File: src/hw/cid_pkg.sv
// Constants, field layout and code enumerations for the chip identity block.
// Assumes a word-aligned byte-addressed register port driven from the system clock.
package cid_pkg;

   // ****************************************************************
   // Register port geometry
   // ****************************************************************
   localparam int CID_ADDR_W = 8;                       // Byte address width
   localparam int CID_DATA_W = 32;                      // Register data width

   // ****************************************************************
   // Register byte offsets
   // ****************************************************************
   localparam logic [CID_ADDR_W-1:0] CID_OFF_ID = 8'h00;     // chip_identification
   localparam logic [CID_ADDR_W-1:0] CID_OFF_EXT = 8'h04;    // chip_identification_extension
   localparam logic [CID_ADDR_W-1:0] CID_OFF_TAP = 8'h08;    // tap_reset_override
   localparam logic [CID_ADDR_W-1:0] CID_OFF_CHK = 8'h0C;    // identity_check status

   // ****************************************************************
   // Identification word field layout
   // ****************************************************************
   localparam int CID_EXT_BIT = 31;                     // extension_present_flag
   localparam int CID_TYPE_LSB = 28;                    // program_memory_type
   localparam int CID_TYPE_W = 3;
   localparam int CID_ARCHITECTURE_CODE_LSB = 20;                    // architecture_code
   localparam int CID_ARCHITECTURE_CODE_W = 8;
   localparam int CID_SRAM_LSB = 16;                    // sram_size_code
   localparam int CID_SRAM_W = 4;
   localparam int CID_NVP2_LSB = 12;                    // second_program_memory_size_code
   localparam int CID_NVP2_W = 4;
   localparam int CID_NVP_LSB = 8;                      // program_memory_size_code
   localparam int CID_NVP_W = 4;
   localparam int CID_CORE_LSB = 5;                     // embedded_core_code
   localparam int CID_CORE_W = 3;
   localparam int CID_VER_LSB = 0;                      // version
   localparam int CID_VER_W = 5;

   // ****************************************************************
   // Override and check register layout
   // ****************************************************************
   localparam int CID_TAP_BIT = 0;                      // force_tap_reset_low
   localparam logic CID_TAP_RST = 1'b0;                 // Reset value of the force bit
   localparam int CID_CHK_NVP_BIT = 0;                  // First size code is legal
   localparam int CID_CHK_NVP2_BIT = 1;                 // Second size code is legal
   localparam int CID_CHK_SRAM_BIT = 2;                 // SRAM size code is legal
   localparam int CID_CHK_TYPE_BIT = 3;                 // Memory type code is legal
   localparam int CID_CHK_TAP_BIT = 4;                  // Present TAP reset line level
   localparam logic [CID_DATA_W-1:0] CID_ZERO = 32'h0000_0000;

   // ****************************************************************
   // Program memory size codes
   // ****************************************************************
   typedef enum logic [3:0] {
      CID_NVP_NONE  = 4'h0,
      CID_NVP_8K    = 4'h1,
      CID_NVP_16K   = 4'h2,
      CID_NVP_32K   = 4'h3,
      CID_NVP_64K   = 4'h5,
      CID_NVP_128K  = 4'h7,
      CID_NVP_256K  = 4'h9,
      CID_NVP_512K  = 4'hA,
      CID_NVP_1024K = 4'hC,
      CID_NVP_2048K = 4'hE
   } cid_nvp_size_e;

   // ****************************************************************
   // SRAM size codes (zero is reserved)
   // ****************************************************************
   typedef enum logic [3:0] {
      CID_SRAM_1K   = 4'h1,
      CID_SRAM_2K   = 4'h2,
      CID_SRAM_6K   = 4'h3,
      CID_SRAM_112K = 4'h4,
      CID_SRAM_4K   = 4'h5,
      CID_SRAM_80K  = 4'h6,
      CID_SRAM_160K = 4'h7,
      CID_SRAM_8K   = 4'h8,
      CID_SRAM_16K  = 4'h9,
      CID_SRAM_32K  = 4'hA,
      CID_SRAM_64K  = 4'hB,
      CID_SRAM_128K = 4'hC,
      CID_SRAM_256K = 4'hD,
      CID_SRAM_96K  = 4'hE,
      CID_SRAM_512K = 4'hF
   } cid_sram_size_e;

   // ****************************************************************
   // Program memory type codes
   // ****************************************************************
   typedef enum logic [2:0] {
      CID_TYPE_ROM       = 3'h0,
      CID_TYPE_ROMLESS   = 3'h1,
      CID_TYPE_EFLASH    = 3'h2,
      CID_TYPE_ROM_FLASH = 3'h3,
      CID_TYPE_SRAM_EMU  = 3'h4
   } cid_mem_type_e;

endpackage

File: src/hw/cid_id_if.sv
// Carrier between the identity word builder and the register bank.
// Assumes both ends sit in the same clock domain; all signals are static levels.
`timescale 1ns/100ps
interface cid_id_if;
   import cid_pkg::*;

   logic [CID_DATA_W-1:0] id_word;      // Assembled identification word
   logic [CID_DATA_W-1:0] ext_word;     // Extension word, zero when absent
   logic nvp_ok;                        // First size code not reserved
   logic nvp2_ok;                       // Second size code not reserved
   logic sram_ok;                       // SRAM size code not reserved
   logic type_ok;                       // Memory type code not reserved

   // Builder side drives every field
   modport producer (
      output id_word,
      output ext_word,
      output nvp_ok,
      output nvp2_ok,
      output sram_ok,
      output type_ok
   );

   // Register bank only reads them
   modport consumer (
      input id_word,
      input ext_word,
      input nvp_ok,
      input nvp2_ok,
      input sram_ok,
      input type_ok
   );
endinterface

File: src/hw/cid_id_word.sv
// Builds the fixed identification and extension words from strap parameters.
// Assumes the parameters are constant; the output is pure combinational decode.
`timescale 1ns/100ps
module cid_id_word
   import cid_pkg::*;
#(
   parameter logic [CID_VER_W-1:0] P_VERSION = 5'h01,       // Arbitrary value
   parameter logic [CID_CORE_W-1:0] P_CORE = 3'h7,          // Arbitrary value
   parameter logic [CID_ARCHITECTURE_CODE_W-1:0] P_ARCHITECTURE_CODE = 8'hA5,         // Arbitrary value
   parameter logic [CID_SRAM_W-1:0] P_SRAM = 4'hB,
   parameter logic [CID_NVP_W-1:0] P_NVP = 4'h9,
   parameter logic [CID_NVP2_W-1:0] P_NVP2 = 4'h0,
   parameter logic [CID_TYPE_W-1:0] P_TYPE = 3'h2,
   parameter logic P_EXT = 1'b0,
   parameter logic [CID_DATA_W-1:0] P_EXT_VALUE = 32'h0000_0000
) (
   cid_id_if.producer id
);

   // ****************************************************************
   // Code checks
   // ****************************************************************

   // Both program memory size fields share one legal code set
   function automatic logic nvp_legal(input logic [3:0] code);
      logic ok;
      ok = 1'b0;
      case (code)
         CID_NVP_NONE, CID_NVP_8K, CID_NVP_16K, CID_NVP_32K, CID_NVP_64K,
         CID_NVP_128K, CID_NVP_256K, CID_NVP_512K, CID_NVP_1024K,
         CID_NVP_2048K: begin
            ok = 1'b1;
         end
         default: begin
            ok = 1'b0;
         end
      endcase
      return ok;
   endfunction

   // Only the all-zero SRAM code is reserved
   function automatic logic sram_legal(input logic [3:0] code);
      return code != 4'h0;
   endfunction

   // Five memory type codes are defined
   function automatic logic type_legal(input logic [2:0] code);
      logic ok;
      ok = 1'b0;
      case (code)
         CID_TYPE_ROM, CID_TYPE_ROMLESS, CID_TYPE_EFLASH, CID_TYPE_ROM_FLASH,
         CID_TYPE_SRAM_EMU: begin
            ok = 1'b1;
         end
         default: begin
            ok = 1'b0;
         end
      endcase
      return ok;
   endfunction

   // ****************************************************************
   // Word assembly
   // ****************************************************************

   // Place every field at its position in the identification word
   always_comb begin
      id.id_word = CID_ZERO;
      id.id_word[CID_EXT_BIT] = P_EXT;
      id.id_word[CID_TYPE_LSB +: CID_TYPE_W] = P_TYPE;
      id.id_word[CID_ARCHITECTURE_CODE_LSB +: CID_ARCHITECTURE_CODE_W] = P_ARCHITECTURE_CODE;
      id.id_word[CID_SRAM_LSB +: CID_SRAM_W] = P_SRAM;
      id.id_word[CID_NVP2_LSB +: CID_NVP2_W] = P_NVP2;
      id.id_word[CID_NVP_LSB +: CID_NVP_W] = P_NVP;
      id.id_word[CID_CORE_LSB +: CID_CORE_W] = P_CORE;
      id.id_word[CID_VER_LSB +: CID_VER_W] = P_VERSION;
   end

   // Extension word is forced to zero when no extension is declared
   assign id.ext_word = P_EXT ? P_EXT_VALUE : CID_ZERO;

   // Legality flags for the strap values
   assign id.nvp_ok = nvp_legal(P_NVP);
   assign id.nvp2_ok = nvp_legal(P_NVP2);
   assign id.sram_ok = sram_legal(P_SRAM);
   assign id.type_ok = type_legal(P_TYPE);

endmodule

File: src/hw/cid_regs.sv
// Register bank with the chip identification words and the TAP reset override.
// Assumes a one-cycle strobe register port on i_clk and an external power-on
// reset level that is asynchronous to i_clk.
`timescale 1ns/100ps

module cid_regs
   import cid_pkg::*;
#(
   parameter logic [CID_VER_W-1:0] P_VERSION = 5'h01,       // Arbitrary value
   parameter logic [CID_CORE_W-1:0] P_CORE = 3'h7,          // Arbitrary value
   parameter logic [CID_ARCHITECTURE_CODE_W-1:0] P_ARCHITECTURE_CODE = 8'hA5,         // Arbitrary value
   parameter logic [CID_SRAM_W-1:0] P_SRAM = 4'hB,          // SRAM size strap
   parameter logic [CID_NVP_W-1:0] P_NVP = 4'h9,            // First size strap
   parameter logic [CID_NVP2_W-1:0] P_NVP2 = 4'h0,          // Second size strap
   parameter logic [CID_TYPE_W-1:0] P_TYPE = 3'h2,          // Memory type strap
   parameter logic P_EXT = 1'b0,                            // Extension present
   parameter logic [CID_DATA_W-1:0] P_EXT_VALUE = 32'h0000_0000  // Extension value
) (
   input wire logic i_clk,                        // System clock
   input wire logic i_rst_n,                      // Synchronous reset, active low
   input wire logic [CID_ADDR_W-1:0] i_addr,      // Byte address
   input wire logic [CID_DATA_W-1:0] i_wdata,     // Write data
   input wire logic i_wr,                         // Write strobe
   input wire logic i_rd,                         // Read strobe
   output logic [CID_DATA_W-1:0] o_rdata,         // Read data, cycle after strobe
   input wire logic i_por_n,                      // Power-on reset level, active low
   output logic o_tap_reset_n                     // TAP controller reset, active low
);

   // ****************************************************************
   // Internal state
   // ****************************************************************
   cid_id_if id ();                    // Fixed words from the builder
   logic force_tap_reset_low;          // Software override bit
   logic por_meta;                     // First synchroniser stage
   logic por_sync;                     // Second synchroniser stage
   logic [CID_DATA_W-1:0] next_rdata;  // Read mux result
   logic [CID_DATA_W-1:0] chk_word;    // Check register contents

   // ****************************************************************
   // Identity word builder
   // ****************************************************************
   cid_id_word #(
      .P_VERSION(P_VERSION),
      .P_CORE(P_CORE),
      .P_ARCHITECTURE_CODE(P_ARCHITECTURE_CODE),
      .P_SRAM(P_SRAM),
      .P_NVP(P_NVP),
      .P_NVP2(P_NVP2),
      .P_TYPE(P_TYPE),
      .P_EXT(P_EXT),
      .P_EXT_VALUE(P_EXT_VALUE)
   ) u_id_word (
      .id(id)
   );

   // ****************************************************************
   // Override register
   // ****************************************************************

   // Only bit 0 is stored; writes to the upper bits fall away
   always_ff @(posedge i_clk) begin
      if (!i_rst_n) begin
         force_tap_reset_low <= CID_TAP_RST;
      end else if (i_wr && (i_addr == CID_OFF_TAP)) begin
         force_tap_reset_low <= i_wdata[CID_TAP_BIT];
      end
   end

   // ****************************************************************
   // Power-on reset synchroniser
   // ****************************************************************

   // Two stages before anything reads the power-on level
   always_ff @(posedge i_clk) begin
      if (!i_rst_n) begin
         por_meta <= 1'b0;
         por_sync <= 1'b0;
      end else begin
         por_meta <= i_por_n;
         por_sync <= por_meta;
      end
   end

   // ****************************************************************
   // TAP reset output
   // ****************************************************************

   // Held low while forced or in reset, else follows power-on reset
   always_ff @(posedge i_clk) begin
      if (!i_rst_n) begin
         o_tap_reset_n <= 1'b0;
      end else if (force_tap_reset_low) begin
         o_tap_reset_n <= 1'b0;
      end else begin
         o_tap_reset_n <= por_sync;
      end
   end

   // ****************************************************************
   // Read path
   // ****************************************************************

   // Check register: strap legality and the live TAP reset level
   always_comb begin
      chk_word = CID_ZERO;
      chk_word[CID_CHK_NVP_BIT] = id.nvp_ok;
      chk_word[CID_CHK_NVP2_BIT] = id.nvp2_ok;
      chk_word[CID_CHK_SRAM_BIT] = id.sram_ok;
      chk_word[CID_CHK_TYPE_BIT] = id.type_ok;
      chk_word[CID_CHK_TAP_BIT] = o_tap_reset_n;
   end

   // Address decode; unmapped or unaligned addresses read zero
   always_comb begin
      next_rdata = CID_ZERO;
      if (i_rd) begin
         case (i_addr)
            CID_OFF_ID: begin
               next_rdata = id.id_word;
            end
            CID_OFF_EXT: begin
               next_rdata = id.ext_word;
            end
            CID_OFF_TAP: begin
               next_rdata[CID_TAP_BIT] = force_tap_reset_low;
            end
            CID_OFF_CHK: begin
               next_rdata = chk_word;
            end
            default: begin
               next_rdata = CID_ZERO;
            end
         endcase
      end
   end

   // Read data stand only in the cycle after the strobe
   always_ff @(posedge i_clk) begin
      if (!i_rst_n) begin
         o_rdata <= CID_ZERO;
      end else begin
         o_rdata <= next_rdata;
      end
   end

endmodule

File: config.mk
export PLATFORM = sky130hd
export DESIGN_NAME = cid_regs
export DESIGN_NICKNAME = d
export VERILOG_FILES = /design/src/hw/cid_pkg.sv /design/src/hw/cid_id_if.sv /design/src/hw/cid_id_word.sv /design/src/hw/cid_regs.sv
export SDC_FILE = /design/constraint.sdc
export NUM_CORES = 1
export LEC_CHECK = 0
export BUFFER_PORTS_ARGS = -buffer_cell sky130_fd_sc_hd__buf_4
export CAP_MARGIN = 10
export CORE_MARGIN = 2
export CORE_UTILIZATION = 53
export DETAILED_ROUTE_END_ITERATION = 8
export GPL_TIMING_DRIVEN = 0
export PLACE_DENSITY = 0.87
export SLEW_MARGIN = 20
export SYNTH_ARGS = -nofsm -noshare
export SYNTH_HDL_FRONTEND = slang
export SYNTH_HIERARCHICAL = 1
export SYNTH_SLANG_ARGS = --single-unit
File: constraint.sdc
create_clock -name i_clk -period 3.54 [get_ports i_clk]
set_input_delay 0.708 -clock i_clk [delete_from_list [all_inputs] [get_ports i_clk]]
set_output_delay 0.708 -clock i_clk [all_outputs]
set_load 0.01 [all_outputs]
==> results of run 1 <==
==> layer usage <==
metal  track usage [%]  wire length, um  share of wire (%)  up-vias
met5                 0                0                  0        -
met4             9.511               72                2.4        0
met3             4.821              135                4.5        7
li1                  -                -                  -      743
met1             14.08             1071                 36      602
met2             34.74             1696                 57       32
==> critical path, delay by kind of cell <==
kind                   cells  cell delay [ns]
buffers and inverters      3             0.41
AND/OR/NAND/NOR            3             1.13
==> per-stage QoR <==
| step | setup WS [ns] | area, sq um | hold WS [ns] |
|---|---|---|---|
| 3_3_place_gp | 1.220 | 2524 | 0.4154 |
| 2_1_floorplan | 1.402 | 2128 | 0.4020 |
| 5_1_grt | 1.521 | 2570 | 0.4756 |
| 3_5_place_dp | 1.200 | 2524 | 0.4194 |
| 4_1_cts | 1.564 | 2570 | 0.4401 |
| 6_report | 1.560 | 2570 | 0.4451 |
==> layout make-up <==
class                   count  area (sq um)
plain buffers              76         563.0
flip-flops and latches     36         720.7
well taps                  46         57.56
fillers                   261         793.3
multi-input cells         154         844.6
clock inverters             1         5.005
clock buffers               6         41.29
repair buffers             45         337.8
==> power groups by stage <==
stage                     sequential (mW)  combinational, mW  clock, mW
after floorplan                     0.417              0.101          0
after global placement              0.416              0.116          0
after detailed placement            0.416              0.118          0
after CTS                           0.407              0.118      0.206
after global routing                0.407              0.137      0.226
final                               0.407              0.123      0.200
==> registers in the layout, indices dropped and copies added (netlist names) <==
name	count
o_rdata	32
por_sync	1
o_tap_reset_n	1
por_meta	1
force_tap_reset_low	1
==> kinds of logic after synthesis <==
group	Yosys count	share of synthesized area (%)
AOI/OAI and AO/OA	4	1.065
buffers and inverters	76	29.94
DFF	36	38.32
muxes	33	18.23
other	2	0.3994
and+or+nand+nor	49	12.04
==> Yosys cell counts (2+ instances only) <==
cell,count
buf_1,2
clkbuf_1,3
buf_6,3
nand3_1,4
conb_1,2
nor2_1,27
mux2i_1,32
and2_1,7
nand2_1,5
dfxtp_1,36
o21ai_0,4
buf_4,68
==> worst min-delay path by stage <==
stage | to | cells after the start
floorplan | o_tap_reset_n | 2
global placement | o_tap_reset_n | 2
detailed placement | o_tap_reset_n | 2
CTS | o_tap_reset_n | 2
global route | o_tap_reset_n | 2
finish | o_tap_reset_n | 2
==> metrics.md, run 1 <==
| Metric | Value |
|---|---|
| Total Wirelength | 2975 um |
| Skew final | 0.009400 ns |
| Max Fanout on Critical Path | 10 |
| Leakage | 1.428 nW |
| # hold bufs at CTS | 0 |
| Routed vias/inst | 3.802 |
| Ports | 78 |
| Vias | 1384 |
| Most common cell after layout, fill and taps aside | buf_4 |
| Unrepaired setup endpoints after global routing | no |
| Min-delay worst type | reg -> reg |
| Largest net degree at the start of global routing | 11 |
| Post-synth EDFFs | 0 |
| Synthesis-to-layout area growth | 36.66% |
| Final RePlAce weighted congestion | 0.8097 |
| Part of the power in registers | 55.7% |
| CP Capture Type | flop |
| Die Height | 63.57 um |
| Total gr overflow | 0 |
| Data required time at the worst endpoint | 3.81 ns |
| Internal Power | 0.5583 mW |
| Fraction of registers with async set/reset | 0% |
| Maximum vdd ir drop | 193.2 uV |
| Gate Count Post-Synth | 200 |
| Most frequent cells in the layout | buf_4, conb_1, dfxtp_1 |
| Dpl hpwl | 2318 um |
| Status | completed |
| Total die area | 4041 sq um |
| CP most frequent cell | buf_6 |
| Comb power frac | 16.8% |
| Finished Layout Cells | 364 |
| Startpoint types | primary input |
| Critical-path top delay cell | or4_4 |
| CP Class | in -> reg |
| Switching pwr | 0.1720 mW |
| Row cnt | 21 |
| Share of cells above drive strength 1 | 39.62% |
| Post-route setup TNS | 0 ns |
| Seq cells post-synth | 36 |
| Max stage delay on crit path | 0.53 ns |
| DRT antenna net count | 0 |
| Highest Clock Rate | 505.1 MHz |
| Final min period | 1.980 ns |
| Cell taking the most area after synthesis | dfxtp_1 |
| Final net count | 363 |
| Chip width | 63.57 um |
| FF-to-FF Start | force_tap_reset_low |
| Worst-path clk slew | 0.10 ns |
| Setup Viol. Count Final | 0 |
| Initial DRC Count | 39 |
| Initial antenna violation count | 0 |
| DR WL/cell | 8.173 um |
| Antenna Cells | 0 |
| Syn. warnings | 6 |
| Worst reg2reg endpoint | o_rdata[0] |
| Final Max Slew Viols | 0 |
| R2R cell count | 2 |
| Post-CTS Resized | 0 |
| Worst Setup EP | o_rdata[8] |
| Worst-Margin Slew | 0.6814 ns |
| Hold Startpoint | por_sync |
| Num CTS Buffers | 5 |
| First-pass GRT wire length | 5244 um |
| Core Area | 3363 sq um |
| Main synth FF type | dfxtp_1 |
| Synthesized area | 1881 sq um |
| Clk buf depth | 2 |
| Sink Count | 36 |
| Initial Utilization | 55.92% |
| Total placed cells including tap cells | 357 |
| PwrDens | 284.1 nW/um^2 |
| Max H-tree Level | 2 |
| Vias in the first global route | 1351 |
| DRC viols | 0 |
| Setup bufs post-CTS | 0 |
| Clk root buf | clkbuf_4 |
| Sequential share of the synthesized area | 38.32% |
| Total Power | 0.7302 mW |
| CTS tree | done |
| Synth unique cells | 19 |
| Drt first pass iters | 4 |
| Switching share of power | 23.55% |
| Clk pwr share | 27.5% |
| Tcrit/Tclk final | 55.93% |
| Final hold viol count | 0 |
| Maxcap violations | 0 |
| Count of buffers from port buffering | 45 |
| R2r setup slk | 2.48 ns |
| Worst-Skew Late Latency | 0.34 ns |
| Max-slew headroom | 54.57% |
| Synth top area cells | dfxtp_1, buf_4, mux2i_1 |
| CP cell instances | buf_4 > or4_4 > or4_1 > buf_6 > buf_6 > nor2_1 |
| Top cell type's share of synthesized area | 38.32% |
| Final core occ | 76.41% |
| Setup crit start | i_addr[1] |
| Total GRT Usage | 17.02% |
| CP arrival | 2.25 ns |
| Average size of a mapped cell | 9.403 sq um |
No activity file was read; power rests on OpenSTA's default activity.
==> run 2, diff against run 1 <==
- CORE_UTILIZATION: 53 -> 45
- PLACE_DENSITY: 0.87 -> 0.79
- clock period: 3.54 -> 1.7 ns (I/O delays scaled with it)
==> metrics.md, run 2 (synthesis gave the netlist of run 1 again) <==
| Metric | Value |
|---|---|
| Status | completed |
| CP Capture Type | flop |
| First-pass GRT wire length | 4788 um (-8.7%) |
| Filler cell count | 355 (+36%) |
| Met3 GRT Util | 4.545% (-0.28 points) |
| Top reg by flops | o_rdata |
| Clk root buf | clkbuf_8 |
| Routed vias/inst | 3.629 (-4.6%) |
| Worst-path clk slew | 0.07 ns (-0.03 ns) |
| Max Fanout on Critical Path | 10 (unchanged) |
| Die Height | 68.65 um (+8.0%) |
| Most frequent cells in the layout | buf_4, conb_1, dfxtp_1 |
| Max stage delay on crit path | 0.53 ns (about the same) |
| Vias in the first global route | 1157 (-14%) |
| Sequential Area | 720.7 sq um (unchanged) |
| Max FFs per register | 32 (unchanged) |
| Antenna Cells | 0 (unchanged) |
| Comb power frac | 14.7% (-2.1 points) |
| CP cell instances | buf_4 > or4_4 > or4_4 > buf_6 > buf_6 > nor2_1 |
| Total gr overflow | 0 (unchanged) |
| Chip width | 68.65 um (+8.0%) |
| Clk pwr share | 36.0% (+8.5 points) |
| DRT antenna net count | 0 (unchanged) |
| Total die area | 4712 sq um (+17%) |
| Most common cell after layout, fill and taps aside | buf_4 |
| Total Power | 1.721 mW (+140%) |
| Largest net degree at the start of global routing | 12 (+1) |
| Switching pwr | 0.3874 mW (+130%) |
| Ports | 78 (unchanged) |
| Skew final | 0.004416 ns (-0.004984 ns) |
| Total placed cells including tap cells | 361 (+1.1%) |
| Highest Clock Rate | 605.5 MHz |
| Critical-path top delay cell | or4_4 |
| CP arrival | 1.87 ns (-0.38 ns) |
| PwrDens | 655.6 nW/um^2 (+130%) |
| Post-CTS Resized | 0 (unchanged) |
| Unrepaired setup endpoints after global routing | no |
| CP Class | in -> reg |
| Setup bufs post-CTS | 0 (unchanged) |
| CTS tree | done |
| Maxcap violations | 0 (unchanged) |
| Initial antenna violation count | 0 (unchanged) |
| Data required time at the worst endpoint | 1.92 ns (-1.89 ns) |
| Row cnt | 23 (+9.5%) |
| Max H-tree Level | 2 (unchanged) |
| Min-delay worst type | in -> reg |
| Count of buffers from port buffering | 45 (unchanged) |
| DRC viols | 0 (unchanged) |
| Part of the power in registers | 49.3% (-6.4 points) |
| Share of cells above drive strength 1 | 40.44% (+0.82 points) |
| Total Wirelength | 2876 um (-3.3%) |
| Core Area | 4000 sq um (+19%) |
| Switching share of power | 22.51% (-1.0 points) |
| Initial Utilization | 47.01% (-8.9 points) |
| Finished Layout Cells | 369 (+1.4%) |
| Final RePlAce weighted congestion | 0.7359 (-9.1%) |
| Vias | 1339 (-3.3%) |
| Final net count | 363 (unchanged) |
| Worst-Skew Late Latency | 0.28 ns (-0.06 ns) |
| Final hold viol count | 0 (unchanged) |
| Met2 Track Usage GR | 23.68% (-11 points) |
| Clk buf depth | 2 (unchanged) |
| Crit-path leading delay family | simple AND/OR/NAND/NOR gates |
| Dpl hpwl | 2161 um (-6.8%) |
| Maximum vdd ir drop | 390.5 uV (+100%) |
| # hold bufs at CTS | 0 (unchanged) |
| Buffers & Inverters on Critical Path | 3 (unchanged) |
| Internal Power | 1.333 mW (+140%) |
| Total GRT Usage | 14.11% (-2.9 points) |
| Setup Viol. Count Final | 0 (unchanged) |
| Tcrit/Tclk final | 97.14% |
| Final min period | 1.651 ns |
| Sink Count | 36 (unchanged) |
| Worst-Margin Slew | 0.6910 ns (+0.009626 ns) |
| Num CTS Buffers | 5 (unchanged) |
| Synthesis-to-layout area growth | 39.59% |
| Drt first pass iters | 2 (-2) |
| Gr busiest metal | met2 |
| Met1 GRT Util | 14.73% (+0.65 points) |
| Area of the multi-input gates | 848.3 sq um (+0.44%) |
| Startpoint types | primary input |
| DR WL/cell | 7.794 um (-4.6%) |
| Initial DRC Count | 64 (+64%) |
| Final Max Slew Viols | 0 (unchanged) |
| Max-slew headroom | 53.93% (-0.64 points) |
| Leakage | 1.452 nW (+1.7%) |
[run 2: cell count changes in the layout (fill, tap and decap cells not counted)]
cell	delta
clkinv_2	+1
clkbuf_8	+6
or4_1	-1
clkbuf_4	-5
clkbuf_1	-1
or4_4	+1
[run 2: final cells by class]
class | instances | share of cell area [%]
multi-input cells | 154 | 32.32
plain buffers | 76 | 21.45
clock inverters | 2 | 0.3813
flip-flops and latches | 36 | 27.45
clock buffers | 6 | 3.146
well taps | 50 | 2.383
repair buffers | 45 | 12.87
[run 2: stage by stage]
stage                     area [sq um]  hold WS (ns)  TNS (ns)  util [%]  setup WS [ns]
after floorplan                   2132        0.4020   -0.6313         -       -0.06412
after global placement            2532        0.4089    -2.769     63.31        -0.2506
after detailed placement          2532        0.4231    -2.926     63.31        -0.2544
after CTS                         2625        0.2563         0     65.62        0.04371
after global routing              2625        0.2711         0     65.62       0.006360
final                             2625        0.2655         0     65.62        0.04854
[run 2: final timing paths]
kind,from,end,slack [ns],depth (start not counted)
setup reg to reg,force_tap_reset_low,o_rdata[0],0.66,2
hold reg to reg,por_sync,o_tap_reset_n,0.43,2
setup / recovery,i_addr[1],o_rdata[11],0.05,6
hold / removal,i_por_n,por_meta,0.27,2
[run 2: power by group through the flow]
stage / Clock (mW) / Sequential (mW) / Combinational, mW
after floorplan: 0 / 0.868 / 0.210
after global placement: 0 / 0.867 / 0.243
after detailed placement: 0 / 0.867 / 0.246
after CTS: 0.650 / 0.847 / 0.246
after global routing: 0.666 / 0.847 / 0.282
final: 0.620 / 0.848 / 0.253
[run 2: worst reg2reg max path, stage by stage, from the launching register on]
cell and delay (ns):
dfxtp_1 0.33, mux4_2 0.45, and2_1 0.16
[run 2: layer usage]
layer	up-vias	share of wire, %
met1	561	38
met2	30	52
li1	742	-
met5	-	0
met3	6	5.9
met4	0	3.4
==> run 3, diff against run 2 <==
--- a/config.mk
+++ b/config.mk
@@ -14,3 +14,2 @@
 export PLACE_DENSITY = 0.79
-export SLEW_MARGIN = 20
 export SYNTH_ARGS = -nofsm -noshare
==> constraint.sdc (replaced) <==
create_clock -name i_clk -period 1.7 [get_ports i_clk]
set_input_delay 0 -clock i_clk [delete_from_list [all_inputs] [get_ports i_clk]]
set_output_delay 0 -clock i_clk [all_outputs]
set_load 0.01 [all_outputs]
==> metrics.md, run 3 (synthesis gave the netlist of run 1 again) <==
| Metric | Value |
|---|---|
| Antenna Cells | 0 (unchanged) |
| Highest Clock Rate | 752.6 MHz (+24%) |
| Total gr overflow | 0 (unchanged) |
| Hold Path Depth | 4 (+2) |
| Hold Path Sink | force_tap_reset_low |
| # hold bufs at CTS | 4 (+4) |
| Clk buf depth | 2 (unchanged) |
| Leakage | 1.463 nW (+0.76%) |
| Setup Viol. Count Final | 0 (unchanged) |
| Crit-path leading delay family | simple AND/OR/NAND/NOR gates |
| CP Capture Type | flop |
| Final Max Slew Viols | 0 (unchanged) |
| Initial DRC Count | 46 (-28%) |
| Synthesis-to-layout area growth | 41.38% |
| Setup bufs post-CTS | 0 (unchanged) |
| Vias | 1364 (+1.9%) |
| CP Class | in -> reg |
| Worst reg2reg endpoint | o_rdata[0] |
| Total Wirelength | 2998 um (+4.2%) |
| Total die area | 4712 sq um (unchanged) |
| Unrepaired setup endpoints after global routing | no |
| Max Fanout on Critical Path | 10 (unchanged) |
| Initial antenna violation count | 0 (unchanged) |
| Hold slack | 0.07880 ns (-0.1867 ns) |
| Post-CTS Resized | 0 (unchanged) |
| Data required time at the worst endpoint | 1.92 ns (about the same) |
| Final net count | 367 (+1.1%) |
| Maximum vdd ir drop | 565.8 uV (+45%) |
| Max H-tree Level | 2 (unchanged) |
| Final RePlAce weighted congestion | 0.6951 (-5.5%) |
| Clk root buf | clkbuf_8 |
| Startpoint types | primary input |
| Vias in the first global route | 1203 (+4.0%) |
| DRC viols | 0 (unchanged) |
| Top reg by flops | o_rdata |
| Max stage delay on crit path | 0.54 ns (about the same) |
| CP cell instances | buf_4 > or4_4 > or4_1 > buf_6 > buf_6 > nor2_1 |
| Routed vias/inst | 3.657 (+0.77%) |
| Final min period | 1.329 ns (-0.3228 ns) |
| Tcrit/Tclk final | 78.16% (-19 points) |
| R2r setup slk | 0.67 ns (about the same) |
| Row cnt | 23 (unchanged) |
| Worst-Skew Late Latency | 0.28 ns (about the same) |
| Die Height | 68.65 um (unchanged) |
| R2R cell count | 2 (unchanged) |
| Most frequent cells in the layout | buf_4, conb_1, dfxtp_1 |
| Worst-Margin Slew | 0.6794 ns (-0.01162 ns) |
| Buffers & Inverters on Critical Path | 3 (unchanged) |
| Most common cell after layout, fill and taps aside | buf_4 |
| Finished Layout Cells | 373 (+1.1%) |
| Skew final | 0.002261 ns (-0.002155 ns) |
| Worst Slack Setup Final | 0.3713 ns (+0.3228 ns) |
| DRT antenna net count | 0 (unchanged) |
| CP most frequent cell | buf_6 |
| Critical-path top delay cell | or4_4 |
| Total placed cells including tap cells | 361 (unchanged) |
| Initial Utilization | 47.01% (unchanged) |
| Share of cells above drive strength 1 | 39.01% (-1.4 points) |
| Final Cell Area | 2659 sq um (+1.3%) |
| CP arrival | 1.55 ns (-0.32 ns) |
| Maxcap violations | 0 (unchanged) |
| Chip width | 68.65 um (unchanged) |
| Num CTS Buffers | 5 (unchanged) |
| Max FFs per register | 32 (unchanged) |
| Max-slew headroom | 54.71% (+0.77 points) |
| FF-to-FF Start | force_tap_reset_low |
| First-pass GRT wire length | 5002 um (+4.5%) |
| Final hold viol count | 0 (unchanged) |
| Sink Count | 36 (unchanged) |
| Core Area | 4000 sq um (unchanged) |
| Status | completed |
| Min-delay worst type | in -> reg |
| PwrDens | 648.9 nW/um^2 (-1.0%) |
| DP Area | 2529 sq um (-0.15%) |
| CTS tree | done |
| Largest net degree at the start of global routing | 11 (-1) |
| Ports | 78 (unchanged) |
| Total GRT Usage | 14.74% (+0.63 points) |
| DP Worst Slack | 0.06692 ns (+0.3213 ns) |
| Post-route setup TNS | 0 ns (unchanged) |
| Dpl hpwl | 2150 um (-0.50%) |
| Count of buffers from port buffering | 45 (unchanged) |
| DR WL/cell | 8.038 um (+3.1%) |
| Drt first pass iters | 4 (+2) |
| Hold Startpoint | i_wr |
| Worst-path clk slew | 0.07 ns (about the same) |
## run 3: cell count changes in the layout (fill, tap and decap cells not counted)
| cell | previous run | this run |
|---|---|---|
| clkbuf_1 | 3 | 5 |
| clkinv_2 | 2 | 0 |
| dlygate4sd3_1 | 0 | 4 |
| or4_1 | 0 | 1 |
| or4_4 | 2 | 1 |
## run 3: final cells by class
type                    instances  area [sq um]
fillers                       354          1341
well taps                      50         62.56
multi-input cells             154         844.6
plain buffers                  76         563.0
flip-flops and latches         36         720.7
clock buffers                   8         90.09
repair buffers                 49         377.9
## run 3: report_power, final
| group | switching (mW) | internal (mW) | leakage [nW] | total, mW |
|---|---|---|---|---|
| combinational | 0.0913 | 0.170 | 1.13 | 0.261 |
| sequential | 0.000956 | 0.847 | 0.290 | 0.848 |
| clock | 0.286 | 0.330 | 0.0455 | 0.617 |
| total | 0.378 | 1.35 | 1.46 | 1.73 |
## run 3: worst max-delay path by stage
stage | startpoint | to | slack [ns] | cells after the start
after floorplan | i_addr[1] | o_rdata[29] | 0.27 | 5
after global placement | i_addr[1] | o_rdata[6] | 0.08 | 6
after detailed placement | i_addr[1] | o_rdata[19] | 0.07 | 6
after CTS | i_addr[1] | o_rdata[19] | 0.37 | 6
after global routing | i_rst_n | o_rdata[29] | 0.31 | 7
final | i_addr[1] | o_rdata[19] | 0.37 | 6
## run 3: stage by stage
step / utilization, % / total power [mW]
2_1_floorplan: - / 1.077
3_3_place_gp: 63.22 / 1.110
3_5_place_dp: 63.22 / 1.111
4_1_cts: 66.47 / 1.748
5_1_grt: 66.47 / 1.822
6_report: 66.47 / 1.725
## run 3: worst min-delay path, cell delays in order
cell and delay [ns]:
buf_4 0.11, nand2_1 0.05, nor4_1 0.05, mux2i_1 0.10
## run 3: layer usage
metal,vias to the layer above,global-route usage [%],wire (um)
li1,751,-,-
met1,581,15.36,1200
met2,26,27.28,1634
met3,6,3.409,99
met4,0,7.500,64
met5,-,0,0
